## config.mk

```make
export PLATFORM = sky130hd
export DESIGN_NAME = eip_prio_ctrl
export DESIGN_NICKNAME = d
export VERILOG_FILES = /design/src/include/eip_pkg.sv /design/src/hw/eip_prio_ctrl.sv
export SDC_FILE = /design/constraint.sdc
export NUM_CORES = 1
export LEC_CHECK = 0
export ABC_AREA = 1
export BUFFER_PORTS_ARGS = -buffer_cell sky130_fd_sc_hd__buf_2
export CORE_MARGIN = 4
export CORE_UTILIZATION = 48
export DETAILED_ROUTE_END_ITERATION = 10
export GPL_TIMING_DRIVEN = 0
export PLACE_DENSITY = 0.84
export SYNTH_ARGS = -nofsm -noshare
export SYNTH_HDL_FRONTEND = slang
export SYNTH_SLANG_ARGS = --single-unit
```

## constraint.sdc

```tcl
create_clock -name clk -period 1.6 [get_ports clk]
set_input_delay 0.08 -clock clk [delete_from_list [all_inputs] [get_ports clk]]
set_output_delay 0.08 -clock clk [all_outputs]
set_load 0.1 [all_outputs]
```

## src/include/eip_pkg.sv

```systemverilog
// Package for the extended interrupt priority register block.
// Assumes an 8-bit special-function-register bus on one clock.
package eip_pkg;

  // ----------------------------------------------------------------
  // Register map
  // ----------------------------------------------------------------
  localparam logic [7:0] EIP_PRIO1_ADDR = 8'hF6;
  localparam logic [7:0] EIP_PRIO1_RST = 8'h00;
  localparam int EIP_NUM_SRC = 8;

  // ----------------------------------------------------------------
  // Field positions
  // ----------------------------------------------------------------
  localparam int EIP_BIT_TIMER_C = 7;
  localparam int EIP_BIT_COMP_B = 6;
  localparam int EIP_BIT_COMP_A = 5;
  localparam int EIP_BIT_COUNTER_ARRAY = 4;
  localparam int EIP_BIT_CONV_DONE = 3;
  localparam int EIP_BIT_CONV_WINDOW = 2;
  localparam int EIP_BIT_RTC_ALARM = 1;
  localparam int EIP_BIT_SMBUS = 0;

  // ----------------------------------------------------------------
  // Carriers
  // ----------------------------------------------------------------
  typedef struct packed {
    logic timer_c_irq_high_prio;
    logic comparator_b_irq_high_prio;
    logic comparator_a_irq_high_prio;
    logic counter_array_irq_high_prio;
    logic conv_done_irq_high_prio;
    logic conv_window_irq_high_prio;
    logic rtc_alarm_irq_high_prio;
    logic smbus_irq_high_prio;
  } eip_prio_t;

  typedef struct packed {
    logic wr;
    logic rd;
    logic [7:0] addr;
    logic [7:0] wdata;
  } eip_sfr_req_t;

  typedef enum logic [1:0] {
    EIP_LVL_IDLE = 2'b00,
    EIP_LVL_LOW = 2'b01,
    EIP_LVL_HIGH = 2'b10
  } eip_level_t;

endpackage

```

## src/hw/eip_prio_ctrl.sv

```systemverilog
// Priority register and two-level interrupt arbitration.
// Assumes the core presents SFR requests synchronous to clk and
// flags each return from an interrupt routine with a one-cycle pulse.
//
// Operation
// - The register answers at address 0xF6 on every page, all bits RW, zero on reset.
// - Bit 7 makes the timer C interrupt high priority when set.
// - Bit 6 makes the comparator B interrupt high priority when set.
// - Bit 5 makes the comparator A interrupt high priority when set.
// - Bit 4 makes the counter array interrupt high priority when set.
// - Bit 3 makes the conversion-done interrupt high priority when set.
// - Bit 2 makes the converter window interrupt high priority when set.
// - Bit 1 makes the RTC alarm interrupt high priority when set.
// - Bit 0 makes the SMBus interrupt high priority when set.
`timescale 1ns/100ps

module eip_prio_ctrl
  import eip_pkg::*;
(
  input wire logic clk,
  input wire logic srst,
  input wire eip_sfr_req_t sfr_req,
  output logic [7:0] sfr_rdata,
  output logic sfr_hit,
  input wire logic [EIP_NUM_SRC-1:0] irq_pend,
  input wire logic irq_ack,
  input wire logic irq_ret,
  output logic irq_req,
  output logic [2:0] irq_src,
  output logic irq_high,
  output eip_prio_t prio,
  output eip_level_t active_level
);

  // ----------------------------------------------------------------
  // Register
  // ----------------------------------------------------------------
  logic [7:0] extended_irq_priority_1_r;
  logic [7:0] sfr_rdata_r;

  // Page select is ignored: the register lives on all pages
  assign sfr_hit = (sfr_req.addr == EIP_PRIO1_ADDR);

  always_ff @(posedge clk) begin
    if (srst) begin
      extended_irq_priority_1_r <= EIP_PRIO1_RST;
    end else if (sfr_req.wr && sfr_hit) begin
      extended_irq_priority_1_r <= sfr_req.wdata;
    end
  end

  always_ff @(posedge clk) begin
    if (srst) begin
      sfr_rdata_r <= 8'h00;
    end else if (sfr_req.rd && sfr_hit) begin
      sfr_rdata_r <= extended_irq_priority_1_r;
    end else begin
      sfr_rdata_r <= 8'h00;
    end
  end

  assign sfr_rdata = sfr_rdata_r;

  // ----------------------------------------------------------------
  // Field view
  // ----------------------------------------------------------------
  assign prio.timer_c_irq_high_prio =
    extended_irq_priority_1_r[EIP_BIT_TIMER_C];
  assign prio.comparator_b_irq_high_prio =
    extended_irq_priority_1_r[EIP_BIT_COMP_B];
  assign prio.comparator_a_irq_high_prio =
    extended_irq_priority_1_r[EIP_BIT_COMP_A];
  assign prio.counter_array_irq_high_prio =
    extended_irq_priority_1_r[EIP_BIT_COUNTER_ARRAY];
  assign prio.conv_done_irq_high_prio =
    extended_irq_priority_1_r[EIP_BIT_CONV_DONE];
  assign prio.conv_window_irq_high_prio =
    extended_irq_priority_1_r[EIP_BIT_CONV_WINDOW];
  assign prio.rtc_alarm_irq_high_prio =
    extended_irq_priority_1_r[EIP_BIT_RTC_ALARM];
  assign prio.smbus_irq_high_prio =
    extended_irq_priority_1_r[EIP_BIT_SMBUS];

  // ----------------------------------------------------------------
  // Arbitration
  // ----------------------------------------------------------------
  logic [EIP_NUM_SRC-1:0] hi_pend;
  logic [EIP_NUM_SRC-1:0] lo_pend;
  logic [2:0] hi_idx;
  logic [2:0] lo_idx;
  logic hi_any;
  logic lo_any;
  logic nest_low_r;
  eip_level_t level_r;

  genvar g;
  generate
    for (g = 0; g < EIP_NUM_SRC; g++) begin : g_split
      // Each bit routes its source to one of two levels
      assign hi_pend[g] = irq_pend[g] & extended_irq_priority_1_r[g];
      assign lo_pend[g] = irq_pend[g] & ~extended_irq_priority_1_r[g];
    end
  endgenerate

  // Lowest index wins within a level, fixed order
  always_comb begin
    hi_idx = 3'h0;
    lo_idx = 3'h0;
    for (int i = EIP_NUM_SRC - 1; i >= 0; i--) begin
      if (hi_pend[i]) begin
        hi_idx = 3'(i);
      end
      if (lo_pend[i]) begin
        lo_idx = 3'(i);
      end
    end
  end

  assign hi_any = |hi_pend;
  assign lo_any = |lo_pend;

  always_comb begin
    irq_req = 1'b0;
    irq_src = 3'h0;
    irq_high = 1'b0;
    case (level_r)
      EIP_LVL_IDLE: begin
        irq_req = hi_any | lo_any;
        irq_src = hi_any ? hi_idx : lo_idx;
        irq_high = hi_any;
      end
      EIP_LVL_LOW: begin
        irq_req = hi_any;
        irq_src = hi_idx;
        irq_high = hi_any;
      end
      EIP_LVL_HIGH: begin
        irq_req = 1'b0;
      end
      default: begin
        irq_req = 1'b0;
      end
    endcase
  end

  // One level of nesting only, so one bit remembers the low routine
  always_ff @(posedge clk) begin
    if (srst) begin
      level_r <= EIP_LVL_IDLE;
      nest_low_r <= 1'b0;
    end else if (irq_ack && irq_req) begin
      level_r <= irq_high ? EIP_LVL_HIGH : EIP_LVL_LOW;
      nest_low_r <= (level_r == EIP_LVL_LOW);
    end else if (irq_ret) begin
      case (level_r)
        EIP_LVL_HIGH: begin
          level_r <= nest_low_r ? EIP_LVL_LOW : EIP_LVL_IDLE;
          nest_low_r <= 1'b0;
        end
        default: begin
          level_r <= EIP_LVL_IDLE;
        end
      endcase
    end
  end

  assign active_level = level_r;

endmodule // eip_prio_ctrl

```

Yosys cells after proc, flatten, opt, wreduce, memory -nomap -nowiden

Index checks and enable logic that the tools add are counted.
W data, S select, Z words.

Reduce and logical (&&, ||, !) cells: 11
Equality and inequality tests: 3
Multiplexer cells: 28
Bitwise gates (word level): 26

Operator list:

| operator             | number |
|---|---|
| $mux W3              | 17 |
| $and A1 B1 Y1        | 16 |
| $reduce_or A8 Y1     | 2 |
| $not A1 Y1           | 9 |
| $eq A8 B8 Y1 const B | 1 |
| $mux W1              | 6 |
| $mux W2              | 3 |
| $pmux W3 S2          | 1 |
| $reduce_bool A2 Y1   | 2 |
| $reduce_or A2 Y1     | 2 |
| $logic_and A1 B1 Y1  | 3 |
| $eq A2 B1 Y1 const B | 1 |
| $eq A2 B2 Y1 const B | 1 |
| $logic_not A2 Y1     | 1 |
| $pmux W1 S2          | 1 |
| $reduce_and A2 Y1    | 1 |
| $or A1 B1 Y1         | 1 |

Output and inout bits: 24
Register bits after elaboration: 19
Bits of input ports: 30
Word-level logic and storage cells: 72

Depth between registers and ports, before layout

Depth after elaboration: 12
Gate-level depth with buffers: 12
Mapped depth without buffers: 12

Worst setup path before layout

No wires, ideal clock.

Path type: register -> output
From: register extended_irq_priority_1_r[5] (netlist: prio[5])
To: output irq_src[1]
Path buffers: 0
Data required time: 1520 ps
Setup slack: -1924 ps
Arrival time: 3444 ps
Stages on the path, launching flop included: 5
Cell sequence: dfxtp_1 inv_1 nand2_1 a31oi_1 o21ai_0

Cells in the longest elaborated chain, start to end: 10
Elaborated cells between the ends (all ways): 18
Classes of those cells: mux (14); bitwise (3); reduce/logical (1)

RTL lines:

| item                   | RTL line             | source |
|---|---|---|
| from (decl)            | eip_prio_ctrl.sv:38  | `logic [7:0] extended_irq_priority_1_r;` |
| from (signal assigned) | eip_prio_ctrl.sv:48  | `extended_irq_priority_1_r <= sfr_req.wdata;` |
| $not A1 Y1             | eip_prio_ctrl.sv:101 | `assign lo_pend[g] = irq_pend[g] & ~extended_irq_priority_1_r[g];` |
| $and A1 B1 Y1          | eip_prio_ctrl.sv:101 |  |
| $mux W3 (6 in series)  | eip_prio_ctrl.sv:113 | `if (lo_pend[i]) begin` |
| $mux W3                | eip_prio_ctrl.sv:129 | `irq_src = hi_any ? hi_idx : lo_idx;` |
| $pmux W3 S2 (*)        | eip_prio_ctrl.sv:126 | `case (level_r)` |
| to (decl)              | eip_prio_ctrl.sv:29  | `output logic [2:0] irq_src,` |

Mark *: on every way between the ends. The rest lies on a longest branch, timed or not.

Worst setup path in the final report

From: register extended_irq_priority_1_r[1] (netlist: prio[1])
To: output irq_src[0]

Cells in the longest elaborated chain, start to end: 6
Elaborated cells between the ends (all ways): 10
Classes of those cells: mux (6); bitwise (3); reduce/logical (1)

RTL lines:

| item                  | RTL line |
|---|---|
| $not A1 Y1            | eip_prio_ctrl.sv:101 |
| $and A1 B1 Y1         | eip_prio_ctrl.sv:101 |
| $mux W3 (2 in series) | eip_prio_ctrl.sv:113 |
| $mux W3               | eip_prio_ctrl.sv:129 |
| $pmux W3 S2 (*)       | eip_prio_ctrl.sv:126 |

Marked as above.

==> impl_results.html <==
<table>
<tr><th>Metric</th><th>Value</th></tr>
<tr><th colspan="2">Run status</th></tr>
<tr><td>Run status</td><td>complete, but fails checks</td></tr>
<tr><td>Violated checks</td><td>setup timing</td></tr>
<tr><th colspan="2">Finish</th></tr>
<tr><td>Most common cell after layout, fill and taps aside</td><td>sky130_fd_sc_hd__buf_2</td></tr>
<tr><td>Final core utilization</td><td>just under 90%</td></tr>
<tr><td>Most frequent cells in the layout</td><td>sky130_fd_sc_hd__buf_2, sky130_fd_sc_hd__nand2_1, sky130_fd_sc_hd__nand2_4</td></tr>
<tr><td>Final-stage net count</td><td>251</td></tr>
<tr><td>Area overhead of the layout relative to synthesis</td><td>69.2%</td></tr>
<tr><td>Ant diodes</td><td>0</td></tr>
<tr><td>Fraction of layout instances using a drive strength above 1</td><td>about 62%</td></tr>
<tr><th colspan="2">Clock tree</th></tr>
<tr><td>Clock tree root driver cell</td><td>sky130_fd_sc_hd__clkbuf_4</td></tr>
<tr><td>Clock insertion delay at the later pin of the skew report</td><td>approximately 0.31 ns</td></tr>
<tr><td>Bufs on Longest Clock Path</td><td>2</td></tr>
<tr><td>Sink count of the clock tree</td><td>19</td></tr>
<tr><td>Number of levels the H-tree was split into</td><td>1</td></tr>
<tr><td>Inserted Clock Buffers</td><td>3</td></tr>
<tr><td>CTS clock-pin slew for the worst setup and hold paths</td><td>0.12 ns</td></tr>
<tr><td>Clock tree from TritonCTS</td><td>yes</td></tr>
<tr><th colspan="2">Worst setup path</th></tr>
<tr><td>Cell depth of the worst flop-to-flop path</td><td>11</td></tr>
<tr><td>Library cell appearing most often on the critical path</td><td>sky130_fd_sc_hd__nand2_4</td></tr>
<tr><td>Signal arrival time at the worst endpoint</td><td>approximately 1.8 ns</td></tr>
<tr><td>Critical path capture point type</td><td>primary output</td></tr>
<tr><td>Cell chain of the critical path</td><td>nand2_4, nand2_4, nor2_4, nand2_4, a21oi_1, nand2_1, nand2_1, nand2_2, nand2_4, buf_12</td></tr>
<tr><td>Required time of the critical path</td><td>1.52 ns</td></tr>
<tr><td>Category of the most critical setup path</td><td>flop to primary output</td></tr>
<tr><td>Sort of element at the start of the critical path</td><td>flop</td></tr>
<tr><td>Slowest-stage cell, CP</td><td>sky130_fd_sc_hd__dfxtp_4</td></tr>
<tr><td>Maximum fanout encountered on the critical timing path</td><td>3</td></tr>
<tr><td>Stage delay of the slowest cell on the critical path</td><td>0.38 ns</td></tr>
<tr><th colspan="2">Logic synthesis</th></tr>
<tr><td>Number of flops mapped to enable cells by yosys</td><td>0</td></tr>
<tr><td>Ys async rst share</td><td>0%</td></tr>
<tr><td>Number of distinct library cells after synthesis</td><td>23</td></tr>
<tr><td>Post-Syn Nets</td><td>approximately 180</td></tr>
<tr><td>Synth Instances</td><td>between 150 and 200</td></tr>
<tr><td>Ys Warns</td><td>0</td></tr>
<tr><td>Synthesis-stage register bit count</td><td>19</td></tr>
<tr><td>Post-synth top area share</td><td>36.3%</td></tr>
<tr><td>Ys flop type</td><td>sky130_fd_sc_hd__dfxtp_1</td></tr>
<tr><td>Average cell area after synthesis</td><td>~6.9 sq um</td></tr>
<tr><td>Sequential-to-total area share from yosys stat</td><td>36.3%</td></tr>
<tr><td>Post-synthesis instance area</td><td>~0.0010 sq mm</td></tr>
<tr><td>Area contributors post-synth</td><td>sky130_fd_sc_hd__dfxtp_1, sky130_fd_sc_hd__nand2_1, sky130_fd_sc_hd__nand2_2, sky130_fd_sc_hd__o21ai_0, sky130_fd_sc_hd__nor2_1</td></tr>
<tr><td>Most area-hungry cell type in the Yosys netlist</td><td>sky130_fd_sc_hd__dfxtp_1</td></tr>
<tr><th colspan="2">Placement</th></tr>
<tr><td>GP Congestion</td><td>just under 0.9</td></tr>
<tr><td>HPWL after detailed placement</td><td>approximately 2400 microns</td></tr>
<tr><td>Total of buffers placed on input and output ports</td><td>53</td></tr>
<tr><td>Post-place setup slack</td><td>-0.00440 ns</td></tr>
<tr><th colspan="2">Route</th></tr>
<tr><td>Routed WL</td><td>~4200 microns</td></tr>
<tr><td>Number of antenna-violating nets in the routed design</td><td>0</td></tr>
<tr><td>Via count of the routed design</td><td>1354</td></tr>
<tr><td>Average detailed-routed wire length per instance</td><td>around 17 microns</td></tr>
<tr><td>DRC violations left</td><td>0</td></tr>
<tr><td>Mean number of vias per cell</td><td>between 5 and 6</td></tr>
<tr><td>1st-pass router iterations</td><td>6</td></tr>
<tr><td>Number of violations reported at the end of detailed-routing iteration 0</td><td>around 50</td></tr>
<tr><th colspan="2">Power and ir drop</th></tr>
<tr><td>Max VDD drop</td><td>478 uV</td></tr>
<tr><td>Power density over the cells</td><td>between 500 and 600 mW/mm^2</td></tr>
<tr><td>Total power of the final layout</td><td>between 1 and 1.5 mW</td></tr>
<tr><td>Static Leak</td><td>0.871 nW</td></tr>
<tr><th colspan="2">Timing</th></tr>
<tr><td>Number of hold violations in the final report</td><td>0</td></tr>
<tr><td>Fin worst setup slack</td><td>-0.232 ns</td></tr>
<tr><td>Setup skew after layout</td><td>0.00664 ns</td></tr>
<tr><td>Post-route minimum period</td><td>between 1.5 and 2 ns</td></tr>
<tr><td>Number of pins exceeding their max-slew limit in the final report</td><td>0</td></tr>
<tr><td>Count of endpoints failing setup in the final report</td><td>3</td></tr>
<tr><td>Worst relative slew slack</td><td>about two thirds</td></tr>
<tr><td>F_max</td><td>roughly 550 MHz</td></tr>
<tr><td>Fraction of the cycle the final worst path needs</td><td>114%</td></tr>
<tr><td>RSZ-0062 raised after global routing</td><td>yes</td></tr>
<tr><td>Worst-Margin Slew</td><td>0.520 ns</td></tr>
<tr><th colspan="2">Die</th></tr>
<tr><td>Die Y-Extent</td><td>54.7 microns</td></tr>
<tr><td>I/O Pins</td><td>54</td></tr>
<tr><td>Placeable core region</td><td>around 0.0020 sq mm</td></tr>
<tr><td>Width of the chip</td><td>approximately 55 microns</td></tr>
<tr><td>Overall die area</td><td>around 0.0030 sq mm</td></tr>
<tr><td>Initial core utilization</td><td>between 50 and 60%</td></tr>
<tr><td>Std cell rows</td><td>16</td></tr>
<tr><th colspan="2">Global routing</th></tr>
<tr><td>Initial antenna violation count</td><td>0</td></tr>
<tr><td>Via count of the first global-routing pass</td><td>~1300</td></tr>
<tr><td>Congestion Overflow GR</td><td>0</td></tr>
<tr><td>Maximum number of pins on one net before global-route repair</td><td>13</td></tr>
<tr><td>First-pass GRT wire length</td><td>5200 microns</td></tr>
<tr><td>Overall Global Routing Usage</td><td>23.8%</td></tr>
<tr><th colspan="2">Min path</th></tr>
<tr><td>Worst Hold Depth</td><td>3</td></tr>
<tr><td>HP Class</td><td>primary input to flop</td></tr>
<tr><th colspan="2">Run</th></tr>
<tr><td>Count of max-cap constraint violations</td><td>0</td></tr>
</table>
## stage by stage
step | instance area (sq um) | std cells | setup TNS [ns] | hold WS, ns
after global routing | 1770 | 247 | -0.669 | 0.0345
after floorplan | 1160 | 151 | -2.21 | 0.135
after CTS | 1640 | 244 | -0.199 | 0.0273
after detailed placement | 1460 | 231 | -0.00440 | 0.256
after global placement | 1460 | 231 | 0 | 0.250
final | 1770 | 247 | -0.452 | 0.0356
## critical path, delay by kind of cell (launching register included)
kind | cells | cell delay (ns)
AOI/OAI and AO/OA | 1 | 0.20
and+or+nand+nor | 8 | 0.71
buffers and inverters | 1 | 0.17
DFF | 1 | 0.38
## routing by layer
| layer | global-route usage (%) | vias up | share of wire (%) |
|---|---|---|---|
| met2 | 44.1 | 83 | 50 |
| li1 | - | 634 | - |
| met5 | 0 | - | 0 |
| met3 | 2.72 | 20 | 7.7 |
| met1 | 27.9 | 617 | 37 |
| met4 | 7.47 | 0 | 4.8 |
## cells by family after synthesis
kind of cell           Yosys count  synth area share [%]
buffers and inverters           19                  7.52
AND/OR/NAND/NOR                 84                  41.4
AO/OA/AOI/OAI                   29                  14.8
flip-flops                      19                  36.3
## registers in the layout, indices dropped and copies added, names as in the netlist
name          count
nest_low_r        1
active_level      2
sfr_rdata         8
prio              8
## final cells by class
class | instances | area, sq um
fill | 110 | 248
timing repair buffer | 65 | 435
inverter | 17 | 77.6
sequential | 19 | 415
clock buffer | 3 | 22.5
multi-input combinational | 113 | 767
clock inverter | 1 | 7.51
buffer | 2 | 15.0
tap | 27 | 33.8
## cell usage after synthesis (3+ instances only)
| cell | instances |
|---|---|
| sky130_fd_sc_hd__nand2_2 | 12 |
| sky130_fd_sc_hd__inv_1 | 13 |
| sky130_fd_sc_hd__nand2_1 | 38 |
| sky130_fd_sc_hd__nand2_4 | 4 |
| sky130_fd_sc_hd__nor2_1 | 14 |
| sky130_fd_sc_hd__dfxtp_1 | 19 |
| sky130_fd_sc_hd__nand3_1 | 6 |
| sky130_fd_sc_hd__o21ai_1 | 3 |
| sky130_fd_sc_hd__nand4_1 | 3 |
| sky130_fd_sc_hd__a21oi_1 | 10 |
| sky130_fd_sc_hd__o21ai_0 | 11 |
| sky130_fd_sc_hd__inv_2 | 4 |
## power breakdown
group	total, mW	internal, mW	switching [mW]
Combinational	0.282	0.0976	0.185
Sequential	0.467	0.463	0.00461
Clock	0.261	0.0954	0.166
## what timing repair did
action	4_1_cts	5_1_grt
endpoints found under the hold margin	1	0
pin swaps	10	12
gates resized for setup	27	31
hold buffers	1	0
setup buffers	8	3
setup endpoints to repair	5	5
## worst paths after layout
kind	from	endpoint	slack, ns
max	prio[1]	irq_src[0]	-0.23
min	sfr_req[4]	prio[4]	0.04
max reg2reg	prio[1]	nest_low_r	0.12
min reg2reg	active_level[0]	active_level[0]	0.53
No activity file was read; power rests on OpenSTA's default activity.
